===== config.mk =====
export PLATFORM = sky130hd
export DESIGN_NAME = iorsd_decoder
export DESIGN_NICKNAME = d
export VERILOG_FILES = /design/src/hw/iorsd_pkg.sv /design/src/hw/iorsd_decoder.sv
export SDC_FILE = /design/constraint.sdc
export NUM_CORES = 1
export LEC_CHECK = 0
export ABC_AREA = 1
export BUFFER_PORTS_ARGS = -buffer_cell sky130_fd_sc_hd__buf_4
export CAP_MARGIN = 20
export CORE_MARGIN = 2
export CORE_UTILIZATION = 40
export DETAILED_ROUTE_END_ITERATION = 8
export PLACE_DENSITY = 0.7
export SYNTH_ARGS = -nofsm -noshare
export SYNTH_HDL_FRONTEND = slang
export SYNTH_SLANG_ARGS = --single-unit

===== constraint.sdc =====
create_clock -name core_clk -period 2.8 [get_ports core_clk]
set_input_delay 0.28 -clock core_clk [delete_from_list [all_inputs] [get_ports core_clk]]
set_output_delay 0.28 -clock core_clk [all_outputs]
set_load 0.03 [all_outputs]

===== src/hw/iorsd_pkg.sv =====
package iorsd_pkg;

  // ----------------------------------------------------------------
  // Address spaces
  // ----------------------------------------------------------------
  localparam logic [7:0] IO_DATA_OFFSET = 8'h20;
  localparam logic [7:0] IO_LAST = 8'h3f;
  localparam logic [7:0] IO_BIT_LAST = 8'h1f;
  localparam logic [7:0] EXT_FIRST = 8'h60;
  localparam logic [7:0] EXT_LAST = 8'hff;

  // ----------------------------------------------------------------
  // Register offsets (I/O space)
  // ----------------------------------------------------------------
  localparam logic [5:0] OFS_PORT_B_PIN_LEVEL = 6'h03;
  localparam logic [5:0] OFS_PORT_B_DIRECTION = 6'h04;
  localparam logic [5:0] OFS_PORT_B_OUTPUT_LATCH = 6'h05;
  localparam logic [5:0] OFS_PORT_C_PIN_LEVEL = 6'h06;
  localparam logic [5:0] OFS_PORT_C_DIRECTION = 6'h07;
  localparam logic [5:0] OFS_PORT_C_OUTPUT_LATCH = 6'h08;
  localparam logic [5:0] OFS_PORT_D_PIN_LEVEL = 6'h09;
  localparam logic [5:0] OFS_PORT_D_DIRECTION = 6'h0a;
  localparam logic [5:0] OFS_PORT_D_OUTPUT_LATCH = 6'h0b;
  localparam logic [5:0] OFS_TIMER0_FLAGS = 6'h15;
  localparam logic [5:0] OFS_TIMER1_FLAGS = 6'h16;
  localparam logic [5:0] OFS_TIMER2_FLAGS = 6'h17;
  localparam logic [5:0] OFS_PIN_CHANGE_FLAGS = 6'h1b;
  localparam logic [5:0] OFS_EXTERNAL_IRQ_FLAGS = 6'h1c;
  localparam logic [5:0] OFS_EXTERNAL_IRQ_MASK = 6'h1d;
  localparam logic [5:0] OFS_SCRATCH_REG_0 = 6'h1e;
  localparam logic [5:0] OFS_NVM_CONTROL = 6'h1f;
  localparam logic [5:0] OFS_NVM_DATA = 6'h20;
  localparam logic [5:0] OFS_NVM_ADDRESS_LOW = 6'h21;
  localparam logic [5:0] OFS_NVM_ADDRESS_HIGH = 6'h22;
  localparam logic [5:0] OFS_PRESCALER_SYNC_CONTROL = 6'h23;
  localparam logic [5:0] OFS_TIMER0_CONTROL_A = 6'h24;
  localparam logic [5:0] OFS_TIMER0_CONTROL_B = 6'h25;
  localparam logic [5:0] OFS_TIMER0_COUNT = 6'h26;
  localparam logic [5:0] OFS_TIMER0_COMPARE_A = 6'h27;
  localparam logic [5:0] OFS_TIMER0_COMPARE_B = 6'h28;
  localparam logic [5:0] OFS_SCRATCH_REG_1 = 6'h2a;
  localparam logic [5:0] OFS_SCRATCH_REG_2 = 6'h2b;
  localparam logic [5:0] OFS_SERIAL_PERIPH_CONTROL = 6'h2c;
  localparam logic [5:0] OFS_SERIAL_PERIPH_FLAGS = 6'h2d;
  localparam logic [5:0] OFS_SERIAL_PERIPH_DATA = 6'h2e;
  localparam logic [5:0] OFS_COMPARATOR_CONTROL = 6'h30;

  // ----------------------------------------------------------------
  // Implemented-bit masks and reset value
  // ----------------------------------------------------------------
  localparam logic [7:0] MASK_PORT_C = 8'h7f;
  localparam logic [7:0] MASK_TIMER_FLAGS = 8'h07;
  localparam logic [7:0] MASK_TIMER1_FLAGS = 8'h27;
  localparam logic [7:0] MASK_PIN_CHANGE_FLAGS = 8'h07;
  localparam logic [7:0] MASK_EXT_IRQ = 8'h03;
  localparam logic [7:0] MASK_NVM_CONTROL = 8'h3f;
  localparam logic [7:0] MASK_NVM_ADDRESS_HIGH = 8'h01;
  localparam logic [7:0] MASK_PRESCALER_SYNC = 8'h83;
  localparam logic [7:0] MASK_TIMER0_CONTROL_A = 8'hf3;
  localparam logic [7:0] MASK_TIMER0_CONTROL_B = 8'hcf;
  localparam logic [7:0] MASK_SERIAL_FLAGS_RW = 8'h01;
  localparam logic [7:0] MASK_SERIAL_FLAGS_RO = 8'hc0;
  localparam logic [7:0] MASK_COMPARATOR_RW = 8'hdf;
  localparam logic [7:0] MASK_COMPARATOR_W1C = 8'h10;
  localparam logic [7:0] REG_RESET = 8'h00;

  // ----------------------------------------------------------------
  // Core request and answer
  // ----------------------------------------------------------------
  typedef enum {
    IORSD_OP_NONE,
    IORSD_OP_IO_READ,
    IORSD_OP_IO_WRITE,
    IORSD_OP_DATA_READ,
    IORSD_OP_DATA_WRITE,
    IORSD_OP_SET_BIT,
    IORSD_OP_CLEAR_BIT,
    IORSD_OP_SKIP_IF_ONE,
    IORSD_OP_SKIP_IF_ZERO
  } iorsd_op_type;

  typedef struct packed {
    logic [3:0] op;
    logic [7:0] addr;
    logic [2:0] bit_sel;
    logic [7:0] wdata;
  } iorsd_req_type;

  typedef struct packed {
    logic [7:0] rdata;
    logic skip;
    logic hit;
  } iorsd_rsp_type;

  typedef struct packed {
    logic [7:0] timer0;
    logic [7:0] timer1;
    logic [7:0] timer2;
    logic [7:0] pin_change;
    logic [7:0] ext_irq;
    logic [7:0] serial;
    logic [7:0] comparator;
  } iorsd_flags_type;

endpackage


===== src/hw/iorsd_decoder.sv =====
`timescale 1ns/1ps
// Overview of operation
// Bit set/clear only on I/O 0x00..0x1F.
// Skip tests read one bit there.
// Writing one clears status flag; zero keeps. Serial flags here ignore core writes and clear only at reset.
// Bit operations touch only the target bit.
// Core uses I/O addresses 0x00..0x3F.
// Data address is I/O address plus 0x20.
// I/O instructions reach exactly 64 locations.
// Extended 0x60..0xFF only by load/store.
// Reserved locations read zero, ignore writes.
module iorsd_decoder
  import iorsd_pkg::*;
(
  input wire logic core_clk, // System clock.
  input wire logic rst_b, // Synchronous reset, active low.
  input wire iorsd_req_type req, // Access from the core, one per cycle.
  output iorsd_rsp_type rsp, // Read data, skip result, decode hit.
  output logic ext_sel, // Access aimed at the extended space.
  input wire logic [7:0] ext_rdata, // Read data from the extended space.
  input wire iorsd_flags_type flag_set, // Flag set pulses from peripherals.
  output iorsd_flags_type flag_q, // Current status flags.
  input wire logic [7:0] port_b_pins, // Raw port B pin levels.
  input wire logic [7:0] port_c_pins, // Raw port C pin levels.
  input wire logic [7:0] port_d_pins, // Raw port D pin levels.
  output logic [7:0] port_b_dir, // Port B direction.
  output logic [7:0] port_b_out, // Port B output latch.
  output logic [7:0] port_c_dir, // Port C direction.
  output logic [7:0] port_c_out, // Port C output latch.
  output logic [7:0] port_d_dir, // Port D direction.
  output logic [7:0] port_d_out // Port D output latch.
);

  // ----------------------------------------------------------------
  // Address decode
  // ----------------------------------------------------------------
  logic io_acc;
  logic data_acc;
  logic bit_acc;
  logic wr_acc;
  logic rd_acc;
  logic [5:0] loc;
  logic [7:0] bit_mask;
  logic [7:0] cur;
  logic [7:0] wval;
  logic [7:0] w1c;

  function automatic logic [7:0] onehot(input logic [2:0] b);
    onehot = 8'h01 << b;
  endfunction

  // Data accesses fold onto the six-bit I/O location so that one read mux serves both paths.
  always_comb begin
    io_acc = 1'b0;
    data_acc = 1'b0;
    bit_acc = 1'b0;
    loc = req.addr[5:0];
    case (iorsd_op_type'(req.op))
      IORSD_OP_IO_READ, IORSD_OP_IO_WRITE: begin
        io_acc = (req.addr <= IO_LAST);
      end
      IORSD_OP_DATA_READ, IORSD_OP_DATA_WRITE: begin
        data_acc = (req.addr >= IO_DATA_OFFSET) && (req.addr < EXT_FIRST);
        loc = 6'(req.addr - IO_DATA_OFFSET);
      end
      IORSD_OP_SET_BIT, IORSD_OP_CLEAR_BIT, IORSD_OP_SKIP_IF_ONE, IORSD_OP_SKIP_IF_ZERO: begin
        bit_acc = (req.addr <= IO_BIT_LAST);
      end
      default: begin
      end
    endcase
  end

  assign wr_acc = (io_acc && iorsd_op_type'(req.op) == IORSD_OP_IO_WRITE)
                  || (data_acc && iorsd_op_type'(req.op) == IORSD_OP_DATA_WRITE);
  assign rd_acc = io_acc || data_acc || bit_acc;
  // Extended space never answers to I/O or bit instructions.
  assign ext_sel = (iorsd_op_type'(req.op) == IORSD_OP_DATA_READ || iorsd_op_type'(req.op) == IORSD_OP_DATA_WRITE)
                   && req.addr >= EXT_FIRST && req.addr <= EXT_LAST;
  assign bit_mask = onehot(req.bit_sel);

  // A bit operation writes the current value with only the target bit changed;
  // for a bit set the w1c vector carries only that bit and for a bit clear it stays zero, so other pending flags survive.
  always_comb begin
    wval = req.wdata;
    w1c = 8'h00;
    if (wr_acc) begin
      w1c = req.wdata;
    end else if (bit_acc && iorsd_op_type'(req.op) == IORSD_OP_SET_BIT) begin
      wval = cur | bit_mask;
      w1c = bit_mask;
    end else if (bit_acc && iorsd_op_type'(req.op) == IORSD_OP_CLEAR_BIT) begin
      wval = cur & ~bit_mask;
    end
  end

  logic do_wr;
  assign do_wr = wr_acc || (bit_acc && (iorsd_op_type'(req.op) == IORSD_OP_SET_BIT
                 || iorsd_op_type'(req.op) == IORSD_OP_CLEAR_BIT));

  // All registers share one write strobe and the location compare picks the target.
  // One access therefore changes at most one location; at the comparator control that is cmp_r and its flag.
  function automatic logic hit(input logic [5:0] a, input logic [5:0] o);
    hit = do_wr && (a == o);
  endfunction

  // ----------------------------------------------------------------
  // Plain read/write storage
  // ----------------------------------------------------------------
  logic [7:0] nvm_ctl_r;
  logic [7:0] nvm_data_r;
  logic [7:0] nvm_al_r;
  logic [7:0] nvm_ah_r;
  logic [7:0] presc_r;
  logic [7:0] t0a_r;
  logic [7:0] t0b_r;
  logic [7:0] t0cnt_r;
  logic [7:0] t0ca_r;
  logic [7:0] t0cb_r;
  logic [7:0] scr0_r;
  logic [7:0] scr1_r;
  logic [7:0] scr2_r;
  logic [7:0] spctl_r;
  logic [7:0] spflg_r;
  logic [7:0] spdat_r;
  logic [7:0] cmp_r;
  logic [7:0] external_irq_mask_r;

  always_ff @(posedge core_clk) begin
    if (!rst_b) begin
      port_b_dir <= REG_RESET;
      port_b_out <= REG_RESET;
      port_c_dir <= REG_RESET;
      port_c_out <= REG_RESET;
      port_d_dir <= REG_RESET;
      port_d_out <= REG_RESET;
    end else begin
      if (hit(loc, OFS_PORT_B_DIRECTION)) port_b_dir <= wval;
      if (hit(loc, OFS_PORT_B_OUTPUT_LATCH)) port_b_out <= wval;
      if (hit(loc, OFS_PORT_C_DIRECTION)) port_c_dir <= wval & MASK_PORT_C;
      if (hit(loc, OFS_PORT_C_OUTPUT_LATCH)) port_c_out <= wval & MASK_PORT_C;
      if (hit(loc, OFS_PORT_D_DIRECTION)) port_d_dir <= wval;
      if (hit(loc, OFS_PORT_D_OUTPUT_LATCH)) port_d_out <= wval;
      // Writing one to a pin-level location toggles the output latch.
      if (hit(loc, OFS_PORT_B_PIN_LEVEL)) port_b_out <= port_b_out ^ w1c;
      if (hit(loc, OFS_PORT_C_PIN_LEVEL)) port_c_out <= (port_c_out ^ w1c) & MASK_PORT_C;
      if (hit(loc, OFS_PORT_D_PIN_LEVEL)) port_d_out <= port_d_out ^ w1c;
    end
  end

  always_ff @(posedge core_clk) begin
    if (!rst_b) begin
      nvm_ctl_r <= REG_RESET;
      nvm_data_r <= REG_RESET;
      nvm_al_r <= REG_RESET;
      nvm_ah_r <= REG_RESET;
      presc_r <= REG_RESET;
      t0a_r <= REG_RESET;
      t0b_r <= REG_RESET;
      t0cnt_r <= REG_RESET;
      t0ca_r <= REG_RESET;
      t0cb_r <= REG_RESET;
      scr0_r <= REG_RESET;
      scr1_r <= REG_RESET;
      scr2_r <= REG_RESET;
      spctl_r <= REG_RESET;
      spdat_r <= REG_RESET;
      external_irq_mask_r <= REG_RESET;
    end else begin
      if (hit(loc, OFS_NVM_CONTROL)) nvm_ctl_r <= wval & MASK_NVM_CONTROL;
      if (hit(loc, OFS_NVM_DATA)) nvm_data_r <= wval;
      if (hit(loc, OFS_NVM_ADDRESS_LOW)) nvm_al_r <= wval;
      if (hit(loc, OFS_NVM_ADDRESS_HIGH)) nvm_ah_r <= wval & MASK_NVM_ADDRESS_HIGH;
      if (hit(loc, OFS_PRESCALER_SYNC_CONTROL)) presc_r <= wval & MASK_PRESCALER_SYNC;
      if (hit(loc, OFS_TIMER0_CONTROL_A)) t0a_r <= wval & MASK_TIMER0_CONTROL_A;
      if (hit(loc, OFS_TIMER0_CONTROL_B)) t0b_r <= wval & MASK_TIMER0_CONTROL_B;
      if (hit(loc, OFS_TIMER0_COUNT)) t0cnt_r <= wval;
      if (hit(loc, OFS_TIMER0_COMPARE_A)) t0ca_r <= wval;
      if (hit(loc, OFS_TIMER0_COMPARE_B)) t0cb_r <= wval;
      if (hit(loc, OFS_SCRATCH_REG_0)) scr0_r <= wval;
      if (hit(loc, OFS_SCRATCH_REG_1)) scr1_r <= wval;
      if (hit(loc, OFS_SCRATCH_REG_2)) scr2_r <= wval;
      if (hit(loc, OFS_SERIAL_PERIPH_CONTROL)) spctl_r <= wval;
      if (hit(loc, OFS_SERIAL_PERIPH_DATA)) spdat_r <= wval;
      if (hit(loc, OFS_EXTERNAL_IRQ_MASK)) external_irq_mask_r <= wval & MASK_EXT_IRQ;
    end
  end

  // ----------------------------------------------------------------
  // Status flags: a set in the same cycle as its clear wins
  // ----------------------------------------------------------------
  function automatic logic [7:0] flag_nxt(input logic [7:0] q, input logic [7:0] set,
                                          input logic [7:0] clr, input logic [7:0] mask);
    flag_nxt = ((q & ~clr) | set) & mask;
  endfunction

  function automatic logic [7:0] clr_for(input logic [5:0] o);
    clr_for = hit(loc, o) ? w1c : 8'h00;
  endfunction

  always_ff @(posedge core_clk) begin
    if (!rst_b) begin
      flag_q <= '0;
      spflg_r <= REG_RESET;
      cmp_r <= REG_RESET;
    end else begin
      flag_q.timer0 <= flag_nxt(flag_q.timer0, flag_set.timer0, clr_for(OFS_TIMER0_FLAGS), MASK_TIMER_FLAGS);
      flag_q.timer1 <= flag_nxt(flag_q.timer1, flag_set.timer1, clr_for(OFS_TIMER1_FLAGS), MASK_TIMER1_FLAGS);
      flag_q.timer2 <= flag_nxt(flag_q.timer2, flag_set.timer2, clr_for(OFS_TIMER2_FLAGS), MASK_TIMER_FLAGS);
      flag_q.pin_change <= flag_nxt(flag_q.pin_change, flag_set.pin_change, clr_for(OFS_PIN_CHANGE_FLAGS),
                                    MASK_PIN_CHANGE_FLAGS);
      flag_q.ext_irq <= flag_nxt(flag_q.ext_irq, flag_set.ext_irq, clr_for(OFS_EXTERNAL_IRQ_FLAGS), MASK_EXT_IRQ);
      // Serial flags get no clear vector and drop only at reset, so no core write reaches them.
      flag_q.serial <= flag_nxt(flag_q.serial, flag_set.serial, 8'h00, MASK_SERIAL_FLAGS_RO);
      flag_q.comparator <= flag_nxt(flag_q.comparator, flag_set.comparator,
                                    clr_for(OFS_COMPARATOR_CONTROL), MASK_COMPARATOR_W1C);
      if (hit(loc, OFS_SERIAL_PERIPH_FLAGS)) spflg_r <= wval & MASK_SERIAL_FLAGS_RW;
      if (hit(loc, OFS_COMPARATOR_CONTROL)) cmp_r <= wval & MASK_COMPARATOR_RW & ~MASK_COMPARATOR_W1C;
    end
  end

  // ----------------------------------------------------------------
  // Pin sampling: three stages, a change counts when two and three agree
  // ----------------------------------------------------------------
  logic [7:0] pb_s1_r, pb_s2_r, pb_s3_r, pb_r;
  logic [7:0] pc_s1_r, pc_s2_r, pc_s3_r, pc_r;
  logic [7:0] pd_s1_r, pd_s2_r, pd_s3_r, pd_r;

  // A bit keeps its old value while stages two and three disagree.
  // A pin that moves during sampling is then taken a cycle late, never as a half-settled level.
  function automatic logic [7:0] settle(input logic [7:0] q, input logic [7:0] s2, input logic [7:0] s3);
    settle = ((s2 ~^ s3) & s2) | ((s2 ^ s3) & q);
  endfunction

  always_ff @(posedge core_clk) begin
    if (!rst_b) begin
      {pb_s1_r, pb_s2_r, pb_s3_r, pb_r} <= '0;
      {pc_s1_r, pc_s2_r, pc_s3_r, pc_r} <= '0;
      {pd_s1_r, pd_s2_r, pd_s3_r, pd_r} <= '0;
    end else begin
      {pb_s3_r, pb_s2_r, pb_s1_r} <= {pb_s2_r, pb_s1_r, port_b_pins};
      {pc_s3_r, pc_s2_r, pc_s1_r} <= {pc_s2_r, pc_s1_r, port_c_pins & MASK_PORT_C};
      {pd_s3_r, pd_s2_r, pd_s1_r} <= {pd_s2_r, pd_s1_r, port_d_pins};
      pb_r <= settle(pb_r, pb_s2_r, pb_s3_r);
      pc_r <= settle(pc_r, pc_s2_r, pc_s3_r);
      pd_r <= settle(pd_r, pd_s2_r, pd_s3_r);
    end
  end

  // ----------------------------------------------------------------
  // Read mux and answer
  // ----------------------------------------------------------------
  // Holes in the map fall to the default and read zero, so a read never shows stale data.
  always_comb begin
    case (loc)
      OFS_PORT_B_PIN_LEVEL: cur = pb_r;
      OFS_PORT_B_DIRECTION: cur = port_b_dir;
      OFS_PORT_B_OUTPUT_LATCH: cur = port_b_out;
      OFS_PORT_C_PIN_LEVEL: cur = pc_r;
      OFS_PORT_C_DIRECTION: cur = port_c_dir;
      OFS_PORT_C_OUTPUT_LATCH: cur = port_c_out;
      OFS_PORT_D_PIN_LEVEL: cur = pd_r;
      OFS_PORT_D_DIRECTION: cur = port_d_dir;
      OFS_PORT_D_OUTPUT_LATCH: cur = port_d_out;
      OFS_TIMER0_FLAGS: cur = flag_q.timer0;
      OFS_TIMER1_FLAGS: cur = flag_q.timer1;
      OFS_TIMER2_FLAGS: cur = flag_q.timer2;
      OFS_PIN_CHANGE_FLAGS: cur = flag_q.pin_change;
      OFS_EXTERNAL_IRQ_FLAGS: cur = flag_q.ext_irq;
      OFS_EXTERNAL_IRQ_MASK: cur = external_irq_mask_r;
      OFS_SCRATCH_REG_0: cur = scr0_r;
      OFS_NVM_CONTROL: cur = nvm_ctl_r;
      OFS_NVM_DATA: cur = nvm_data_r;
      OFS_NVM_ADDRESS_LOW: cur = nvm_al_r;
      OFS_NVM_ADDRESS_HIGH: cur = nvm_ah_r;
      OFS_PRESCALER_SYNC_CONTROL: cur = presc_r;
      OFS_TIMER0_CONTROL_A: cur = t0a_r;
      OFS_TIMER0_CONTROL_B: cur = t0b_r;
      OFS_TIMER0_COUNT: cur = t0cnt_r;
      OFS_TIMER0_COMPARE_A: cur = t0ca_r;
      OFS_TIMER0_COMPARE_B: cur = t0cb_r;
      OFS_SCRATCH_REG_1: cur = scr1_r;
      OFS_SCRATCH_REG_2: cur = scr2_r;
      OFS_SERIAL_PERIPH_CONTROL: cur = spctl_r;
      OFS_SERIAL_PERIPH_FLAGS: cur = flag_q.serial | spflg_r;
      OFS_SERIAL_PERIPH_DATA: cur = spdat_r;
      OFS_COMPARATOR_CONTROL: cur = cmp_r | flag_q.comparator;
      default: cur = 8'h00;
    endcase
  end

  // Answers are registered so the core sees data one cycle after the request.
  always_ff @(posedge core_clk) begin
    if (!rst_b) begin
      rsp <= '0;
    end else begin
      rsp.hit <= rd_acc || ext_sel;
      rsp.rdata <= ext_sel ? ext_rdata : (rd_acc ? cur : 8'h00);
      rsp.skip <= bit_acc && ((iorsd_op_type'(req.op) == IORSD_OP_SKIP_IF_ONE && cur[req.bit_sel])
                  || (iorsd_op_type'(req.op) == IORSD_OP_SKIP_IF_ZERO && !cur[req.bit_sel]));
    end
  end

endmodule


* Word level (Yosys, flattened, before mapping)
Index checks and enable logic that the tools add are counted.
** Operators by class
- Add/subtract/negate cells :: 1
- Multiplexer cells :: 26
- $lt $le $gt $ge :: 7
- Bitwise gates (word level) :: 42
- Shift-type cells :: 1
- Equal/unequal tests :: 47
- Reductions and logical operators :: 58
** Operator list (count)
- $pmux W8 S32 :: 1
- $eq A6 B6 Y1 const B :: 15
- $mux W8 :: 11
- $and A8 B8 Y8 :: 7
- $eq A6 B5 Y1 const B :: 8
- $logic_and A1 B1 Y1 :: 43
- $or A8 B8 Y8 :: 5
- $xor A8 B8 Y8 :: 5
- $eq A4 B3 Y1 const B :: 6
- $eq A4 B4 Y1 const B :: 6
- $eq A6 B3 Y1 const B :: 4
- $eq A6 B4 Y1 const B :: 4
- $xnor A8 B8 Y8 :: 3
- $mux W7 :: 2
- $mux W6 :: 2
- $and A3 B3 Y3 :: 3
- $mux W3 :: 3
- $not A3 Y3 :: 3
- $or A3 B3 Y3 :: 3
- $eq A4 B2 Y1 const B :: 2
- $ge A8 B6 Y1 const B :: 1
- $ge A8 B7 Y1 const B :: 1
- $le A8 B5 Y1 const B :: 1
- $le A8 B6 Y1 const B :: 1
- other kinds (29) :: 42
** Word-level totals
- Register bits :: 287
- Input bits :: 113
- Word-level logic and storage cells :: 230

* Longest topological paths before layout
Gate-level depths: netlist of run 1.
- Word-level depth :: 11
- Gate-level depth with buffers :: 23
- Gate-level depth less buffers :: 22

* Worst setup path before layout of run 1
No wires, ideal clock.
- Path type :: in2reg
- Start point :: input req[20] in the netlist's numbering
- End point :: register scr2_r[1]
- Slack :: 693 ps
- Buffers on the path :: 3
- Arrival time :: 1993 ps
- Setup time :: 113 ps
- Stages on the path :: 19
- Path through :: nor2_2 nand2_2 nand2_4 nand2_2 nand2_4 buf_8 nor2_4 buf_6 nand3_2 nand2_1 nor2_1 nand2_1 nor2_1 nand2_1 a22oi_2 nand2_2 buf_6 o21ai_1 inv_1
** Between the ends
- Cells in the longest elaborated chain, start to end :: 9
- Elaborated cells between the ends (all ways) :: 66
- Classes of those cells :: eq/ne: 44; mux: 8; bitwise: 2; reduce/logical: 12
** Ends and longest elaborated chain
- start, declared :: RTL line iorsd_decoder.sv:17 : input wire iorsd_req_type req,
- $eq A4 B2 Y1 / $eq A4 B3 Y1 (equally long branches) :: RTL line iorsd_decoder.sv:58 : case (iorsd_op_type'(req.op))
- $reduce_or A2 Y1 :: RTL line iorsd_decoder.sv:58
- $mux W6 :: RTL line iorsd_decoder.sv:58
- $eq A6 B6 Y1, or another cell as far along :: RTL line iorsd_decoder.sv:255 : case (loc)
- $pmux W8 S32 :: RTL line iorsd_decoder.sv:255
- $and A8 B8 Y8 :: RTL line iorsd_decoder.sv:93 : wval = cur & ~bit_mask;
- $mux W8 :: RTL line iorsd_decoder.sv:92 : end else if (bit_acc && iorsd_op_type'(req.op) == IORSD_OP_CLEAR_BIT) begin
- $mux W8 :: RTL line iorsd_decoder.sv:89 : end else if (bit_acc && iorsd_op_type'(req.op) == IORSD_OP_SET_BIT) begin
- $mux W8 :: RTL line iorsd_decoder.sv:87 : if (wr_acc) begin
- end signal, assigned :: RTL line iorsd_decoder.sv:182 : if (hit(loc, OFS_SCRATCH_REG_2)) scr2_r <= wval;
- end, declared :: RTL line iorsd_decoder.sv:122 : logic [7:0] scr2_r;
Several ways; a longest one is shown, not always the timed one.
A chain may end at the register's enable or synchronous reset.

* Final worst setup path of run 1
- Start point :: input req[21] in the netlist's numbering
- End point :: register t0ca_r[5]
** Between the ends
- Cells in the longest elaborated chain, start to end :: 9
- Elaborated cells between the ends (all ways) :: 66
- Classes of those cells :: eq/ne: 44; mux: 8; bitwise: 2; reduce/logical: 12
** Ends and longest elaborated chain
- $eq A4 B2 Y1 / $eq A4 B3 Y1 (equally long branches) :: RTL line iorsd_decoder.sv:58
- $reduce_or A2 Y1 :: RTL line iorsd_decoder.sv:58
- $mux W6 :: RTL line iorsd_decoder.sv:58
- $eq A6 B6 Y1, or another cell as far along :: RTL line iorsd_decoder.sv:255
- $pmux W8 S32 :: RTL line iorsd_decoder.sv:255
- $and A8 B8 Y8 :: RTL line iorsd_decoder.sv:93
- $mux W8 :: RTL line iorsd_decoder.sv:92
- $mux W8 :: RTL line iorsd_decoder.sv:89
- $mux W8 :: RTL line iorsd_decoder.sv:87
- end signal, assigned :: RTL line iorsd_decoder.sv:178 : if (hit(loc, OFS_TIMER0_COMPARE_A)) t0ca_r <= wval;
- end, declared :: RTL line iorsd_decoder.sv:118 : logic [7:0] t0ca_r;
Several ways; a longest one is shown, not always the timed one.

==> results.md, run 1 <==
- Total power: roughly 9 mW
- Synth warn: 0
- Avg Vias per Cell: around 5.0
- Endpoint type of the worst setup path: flip-flop
- Clk_skew: between 10 and 15 ps
- Average wire per cell in the routed design: 16.18 um
- Syn Std Cell Area: 13380 sq um
- Max-cap violations: 0
- Data arrival time of the critical path: slightly below 3000 ps
- Share of post-route cells with drive strength above 1: ~17%
- Switching part of the total: 24.42%
- DRC violation count after routing: 0
- Final setup violating endpoints: 0
- CTS tree: built
- Min Tclk post-route: between 2000 and 2500 ps
- Initial core utilization: about 41%
- Total number of vias: roughly 14000
- Multi-input gate area in the final layout: between 6000 and 7000 sq um
- Power per Cell Area: 530.1 nW/um^2
- Max transition margin: a little under half
- Min-Delay Endpoint: flag_q[4]
- Clock sinks: between 200 and 300
- Portion of the post-synthesis area used by sequential elements: 41.46%
- Clock insertion delay at the later pin of the skew report: between 500 and 600 ps
- Total count of max-transition violations in the final report: 0
- Final hold vios: 0
- Global-route wire length before repair: around 67 mm
- Buffer type at the clock tree root: clkbuf_16
- Library cell contributing the largest single delay on the critical path: buf_4
- Clock-pin slew of the registers on the worst-case setup and hold paths: roughly 60 ps
- Result of the run: complete, no violations
- Comb pwr share: 9.4%
- Post-DP HPWL: 31.22 mm
- Flip-flop cell with the highest count after synthesis: dfxtp_1
- Largest Register: flag_q
- Max Root-Sink Buffers: 3
- CP peak stage delay: approximately 250 ps
- Synth async-reset ratio: 0%
- Count of different cell masters after synthesis: 40
- Maximum frequency from static timing analysis: roughly 400 MHz
- Final cycle utilization of the critical path: 88.09%
- Die Y: roughly 190 um
- Startpoint class of the critical path: input port
- Number of violations reported at the end of detailed-routing iteration 0: approximately 1300
- Measured slew at the worst slew-check pin: between 700 and 800 ps
- Cell count after synthesis: between 1500 and 2000
- ANT nets after route: 0
- Switching power of the nets: 2.213 mW
- CTS HTree Levels: 1
- Worst hold stages: 3
- Mean post-synth cell area: between 6 and 7 sq um
- Part of the power in the clock network: between 40% and 50%
- Largest registers: flag_q (18), rsp (10)
- Worst flop-to-flop path startpoint: spctl_r[5]
- First-pass detailed-route iteration total: 6
- Leading cell type in the layout, fill and taps excluded: nand2_1
- Cell chain of the critical path: buf_4 > inv_1 > nor2_4 > nand2_2 > nand3_1 > nand2_4 > buf_4 > nand2_1 > nor2_2 > nand2_1 > nand2_1 > nor2_1 > nand3_1 > nor2_2 > o21ai_1 > nand2_1 > nand3_2 > buf_4 > o21ai_0 > inv_1
- Worst Path Class, Setup: input port to flip-flop
- Setup Buffers After CTS: 0
- Cell leakage power: 9.027 nW
- Type of the tightest min-delay check: input port to flip-flop
- Critical Path Fanout Max: 10
- Die boundary width: around 190 um
- GRT overflow: 0
- Most frequent cells in the layout: 325 x nand2_1, 322 x nor2_1, 290 x inv_1, 277 x dfxtp_1, 253 x buf_4
- Unrepaired setup endpoints after global routing: no
- Fillers: approximately 3200
- Boundary Pins: about 230
- Reg-to-reg slack, setup: 730 ps
- Input/output buffers: around 150
- Clock buffers created by TritonCTS: 30
- Antenna diode instance count: 0
- EDFF count, synth: 0
- Worst reg2reg path depth: 11
- CP startpoint: req[21]
- Number of antenna violations at the first check in global routing: 0
- Site row count: 66
- Worst hold path startpoint: flag_set[4]
- Area grow syn2layout: 27.79%
- Largest vdd supply drop: 0.0004802 V
- Number of global-route vias before repair: approximately 13000
- Number of register bits inferred by synthesis: about 280
- Nets@finish: approximately 2400
- Crit path required time: ~3300 ps
- Proportion of power drawn by flip-flops and latches: between 40% and 50%
- Maximum number of pins on one net before global-route repair: 94
- Internal power consumption: roughly 6.8 mW
- Final routed wirelength across all metal layers: about 43 mm
- Floorplan die area: between 30000 and 40000 sq um
- Sequential cell area: between 5000 and 6000 sq um
- Most frequent cell on the critical path: nand2_1
- Endpoint of the worst-slack reg-to-reg timing path: t0ca_r[5]
- Final GP Congestion: roughly 0.93
- Share of the core filled with cells in the final layout: 52.27%
- Total track usage: 24.04%
- Number of flip-flops under the largest register name: 18
- CORE AREA: between 30000 and 40000 sq um
synthesized netlist by cell type (3+ instances only):
cell type | number | area (sq um)
a21oi_1 | 133 | 665.6
a31oi_1 | 4 | 25.02
buf_1 | 3 | 11.26
buf_2 | 16 | 80.08
buf_4 | 45 | 337.8
buf_6 | 8 | 90.09
clkbuf_1 | 42 | 157.7
clkinv_1 | 5 | 18.77
dfxtp_1 | 277 | 5545
ha_1 | 23 | 287.8
inv_1 | 291 | 1092
inv_2 | 10 | 37.54
nand2_1 | 325 | 1220
nand2_2 | 13 | 81.33
nand2_4 | 5 | 56.30
nand3_1 | 100 | 500.5
nand3_2 | 5 | 50.05
nand4_1 | 74 | 462.9
nor2_1 | 322 | 1209
nor2_2 | 15 | 93.84
nor2_4 | 4 | 45.04
o21ai_0 | 113 | 565.5
o21ai_1 | 82 | 410.4
o21ai_2 | 8 | 70.07
or2_2 | 6 | 37.54
xnor2_1 | 4 | 35.03
xor2_1 | 3 | 26.28
layer usage:
layer / track usage [%] / wire length (um) / vias up / share of wire (%)
met5: 0 / 0 / - / 0
met4: 9.615 / 1747 / 0 / 4.0
met3: 4.278 / 3964 / 119 / 9.1
met2: 39.79 / 20050 / 605 / 46
met1: 31.06 / 17730 / 6175 / 41
li1: - / - / 6679 / -
cell type report:
cell class	instances	area share, %
multi-input combinational	1294	35.86
timing repair buffer	314	15.47
sequential	277	32.44
clock inverter	7	0.5490
clock buffer	48	5.673
inverter	307	6.771
tap	442	3.235
power by group through the flow:
stage | clock, mW | sequential (mW) | combinational [mW]
detailed placement | 0 | 4.13 | 0.779
global route | 4.39 | 4.05 | 0.907
finish | 4.17 | 4.04 | 0.848
CTS | 4.23 | 4.04 | 0.835
floorplan | 0 | 4.16 | 0.449
global placement | 0 | 4.13 | 0.769
critical path: cells and delay by family:
| family | cells | cell delay, ps |
|---|---|---|
| simple gates | 13 | 1670 |
| buf+inv | 5 | 640 |
| compound gates | 2 | 300 |
cells by family after synthesis:
family                     count (synthesis)  share of synthesized area, %
buffers and inverters                    422                         13.81
xor gates and xnor gates                   7                        0.4584
adders and majority gates                 23                         2.152
AOI/OAI and AO/OA                        353                         13.83
and+or+nand+nor                          871                         28.27
other                                      1                       0.02804
DFF                                      277                         41.46
how the worst max path moves through the flow:
| stage | to | depth (start not counted) |
|---|---|---|
| after global placement | port_d_out[5] | 19 |
| final | t0ca_r[5] | 20 |
| after CTS | t0ca_r[5] | 19 |
| after global routing | port_d_out[5] | 20 |
| after detailed placement | t0ca_r[5] | 20 |
| after floorplan | scr2_r[1] | 19 |
what timing repair did:
item / 4_1_cts / 5_1_grt
endpoints found under the setup margin: 0 / 0
hold buffers: 47 / 0
hold endpoints to repair: 47 / 0
resized for setup: 0 / 0
stage by stage:
stage	TNS (ps)	cells	cell area, sq um	setup slack [ps]	hold slack, ps
6_report	0	2689	17090	333.4	12.67
5_1_grt	0	2689	17090	194.8	29.08
4_1_cts	0	2688	17080	468.3	15.92
3_5_place_dp	-3183	2586	15540	-94.75	395.5
3_3_place_gp	-280.9	2586	15540	-59.15	393.1
2_1_floorplan	0	1993	13520	693.2	377.6
No activity file was read; power rests on OpenSTA's default activity.
==> inputs of run 2 (changes only) <==
REMOVE_ABC_BUFFERS = 1   (was default)
==> results.md, run 2 (synthesis gave the netlist of run 1 again) <==
- Result of the run: complete, no violations
- Internal power consumption: 6.709 mW
- Floorplan die area: 34920 sq um
- Global-route wire length before repair: about 69 mm
- Max Root-Sink Buffers: 3
- Crit path required time: between 3000 and 4000 ps
- Part of the power in the clock network: about 45%
- Input/output buffers: about 150
- Largest registers: flag_q (18), rsp (10)
- Clock buffers created by TritonCTS: 30
- Maximum number of pins on one net before global-route repair: approximately 170
- Post-Place Worst Slack: -99.34 ps
- First-pass detailed-route iteration total: 7
- Maximum frequency from static timing analysis: 416.4 MHz
- Buffer type at the clock tree root: clkbuf_16
- Final routed wirelength across all metal layers: 44.04 mm
- Boundary Pins: ~230
- Met3 Routed Length: about 3.6 mm
- Switching part of the total: about a quarter
- CTS tree: built
- Final setup violating endpoints: 0
- Largest Register: flag_q
- Die Y: 186.9 um
- Worst-case setup margin in the final layout: roughly 400 ps
- Top layer reached by signal wires: met4
- Critical Path Fanout Max: 35
- Startpoint class of the critical path: input port
- CP peak stage delay: about 200 ps
- Clock-pin slew of the registers on the worst-case setup and hold paths: 60 ps
- Switching power of the nets: roughly 2.2 mW
- Routed wl met2: approximately 20 mm
- Initial core utilization: about 41%
- Library cell contributing the largest single delay on the critical path: nor2_1
- Power per Cell Area: approximately 520 nW/um^2
- Worst reg2reg path depth: 11
- Type of the tightest min-delay check: input port to flip-flop
- Gates resized, CTS repair: 0
- Hold-fix buffers, CTS: 48
- Total track usage: roughly a quarter
- Min Tclk post-route: ~2400 ps
- Largest vdd supply drop: roughly 0.00043 V
- Setup Buffers After CTS: 0
- DRC violation count after routing: 0
- ANT nets after route: 0
- Nets@finish: between 2000 and 2500
- Proportion of power drawn by flip-flops and latches: between 40 and 50%
- Die boundary width: roughly 190 um
- Number of flip-flops under the largest register name: 18
- Most frequent cells in the layout: 325 x nand2_1, 322 x nor2_1, 290 x inv_1, 277 x dfxtp_1, 256 x buf_4
- Average wire per cell in the routed design: 16.40 um
- Share of post-route cells with drive strength above 1: between 10% and 20%
- Final hold vios: 0
- Measured slew at the worst slew-check pin: 872.5 ps
- Most frequent cell on the critical path: nand2_1
- Comb pwr share: under 10%
- Area grow syn2layout: 27.28%
- Post-DP HPWL: ~31 mm
- TNS Setup: 0 ps
- Number of violations reported at the end of detailed-routing iteration 0: 1340
- Total count of max-transition violations in the final report: 0
- Antenna diode instance count: 0
- Clk_skew: just over 7 ps
- Clock sinks: between 200 and 300
- Cell chain of the critical path: buf_4 > inv_1 > nor2_4 > nand2_2 > buf_4 > nand3_2 > nand2_4 > nor2_4 > buf_12 > nand3_1 > nand2_1 > nor2_1 > nand2_1 > nor2_2 > nand2_1 > o21ai_2 > nand2_2 > buf_12 > o21ai_0 > inv_1
- Max-cap violations: 0
- Cell leakage power: 8.995 nW
- Data arrival time of the critical path: between 2000 and 3000 ps
- Total number of vias: 13362
- Avg Vias per Cell: 4.977
- Clock insertion delay at the later pin of the skew report: 560 ps
- Worst hold stages: 3
- GRT overflow: 0
- Unrepaired setup endpoints after global routing: no
- Site row count: between 60 and 70
- Leading cell type in the layout, fill and taps excluded: nand2_1
- CTS HTree Levels: 1
- Routed metal-1 wirelength: 18.94 mm
- Reg-to-reg slack, setup: ~700 ps
- Share of the core filled with cells in the final layout: around 52%
- Final GP Congestion: slightly above 0.9
- Endpoint type of the worst setup path: flip-flop
- Number of global-route vias before repair: approximately 13000
- Worst Path Class, Setup: input port to flip-flop
- Max transition margin: between 40% and 50%
- Final cycle utilization of the critical path: a little under nine tenths
- CORE AREA: approximately 33000 sq um
- Number of antenna violations at the first check in global routing: 0
## run 2: changes by cell type in the layout (fill, tap and decap cells not counted), sizes merged
cell,before,now
buf,266,268
clkbuf,49,40
clkinv,8,9
bufinv,2,3
dlygate4sd3,47,48
## run 2: final cells by class
| class | instances | area, sq um |
|---|---|---|
| multi-input cells | 1294 | 6130 |
| fillers | 3168 | 15680 |
| inverters | 307 | 1157 |
| clock inverters | 9 | 137.6 |
| flip-flops and latches | 277 | 5545 |
| repair buffers | 316 | 2643 |
| well taps | 442 | 553.0 |
| clock buffers | 40 | 858.3 |
## run 2: final timing paths
path,startpoint,endpoint
setup / recovery,req[21],nvm_data_r[2]
hold / removal,ext_rdata[6],rsp[8]
setup reg to reg,port_c_out[2],nvm_data_r[2]
hold reg to reg,pb_s1_r[6],pb_s2_r[6]
## run 2: worst max-delay path, delay by kind of cell
kind	cells	cell delay (ps)
buffers and inverters	6	740
AND/OR/NAND/NOR	12	1430
AO/OA/AOI/OAI	2	360
## run 2: metrics by stage
step / instance area (sq um) / power (mW) / hold WS, ps / std cells
floorplan: 12830 / 4.499 / 373.5 / 1878
global route: 17020 / 9.197 / 41.43 / 2685
CTS: 17020 / 8.968 / 7.300 / 2685
global placement: 15550 / 4.909 / 391.9 / 2588
detailed placement: 15550 / 4.916 / 394.7 / 2588
finish: 17020 / 8.903 / 24.26 / 2685
## run 2: power by group through the flow
stage / clock network [mW] / registers, mW / logic, mW
2_1_floorplan: 0 / 4.16 / 0.338
3_3_place_gp: 0 / 4.13 / 0.778
3_5_place_dp: 0 / 4.13 / 0.783
4_1_cts: 4.08 / 4.05 / 0.840
5_1_grt: 4.23 / 4.05 / 0.913
6_report: 4.00 / 4.05 / 0.856
## run 2: routing by layer
layer	vias up	GRT usage, %
met3	84	3.640
met2	546	41.02
met5	-	0
met4	0	8.303
met1	6074	32.76
li1	6658	-
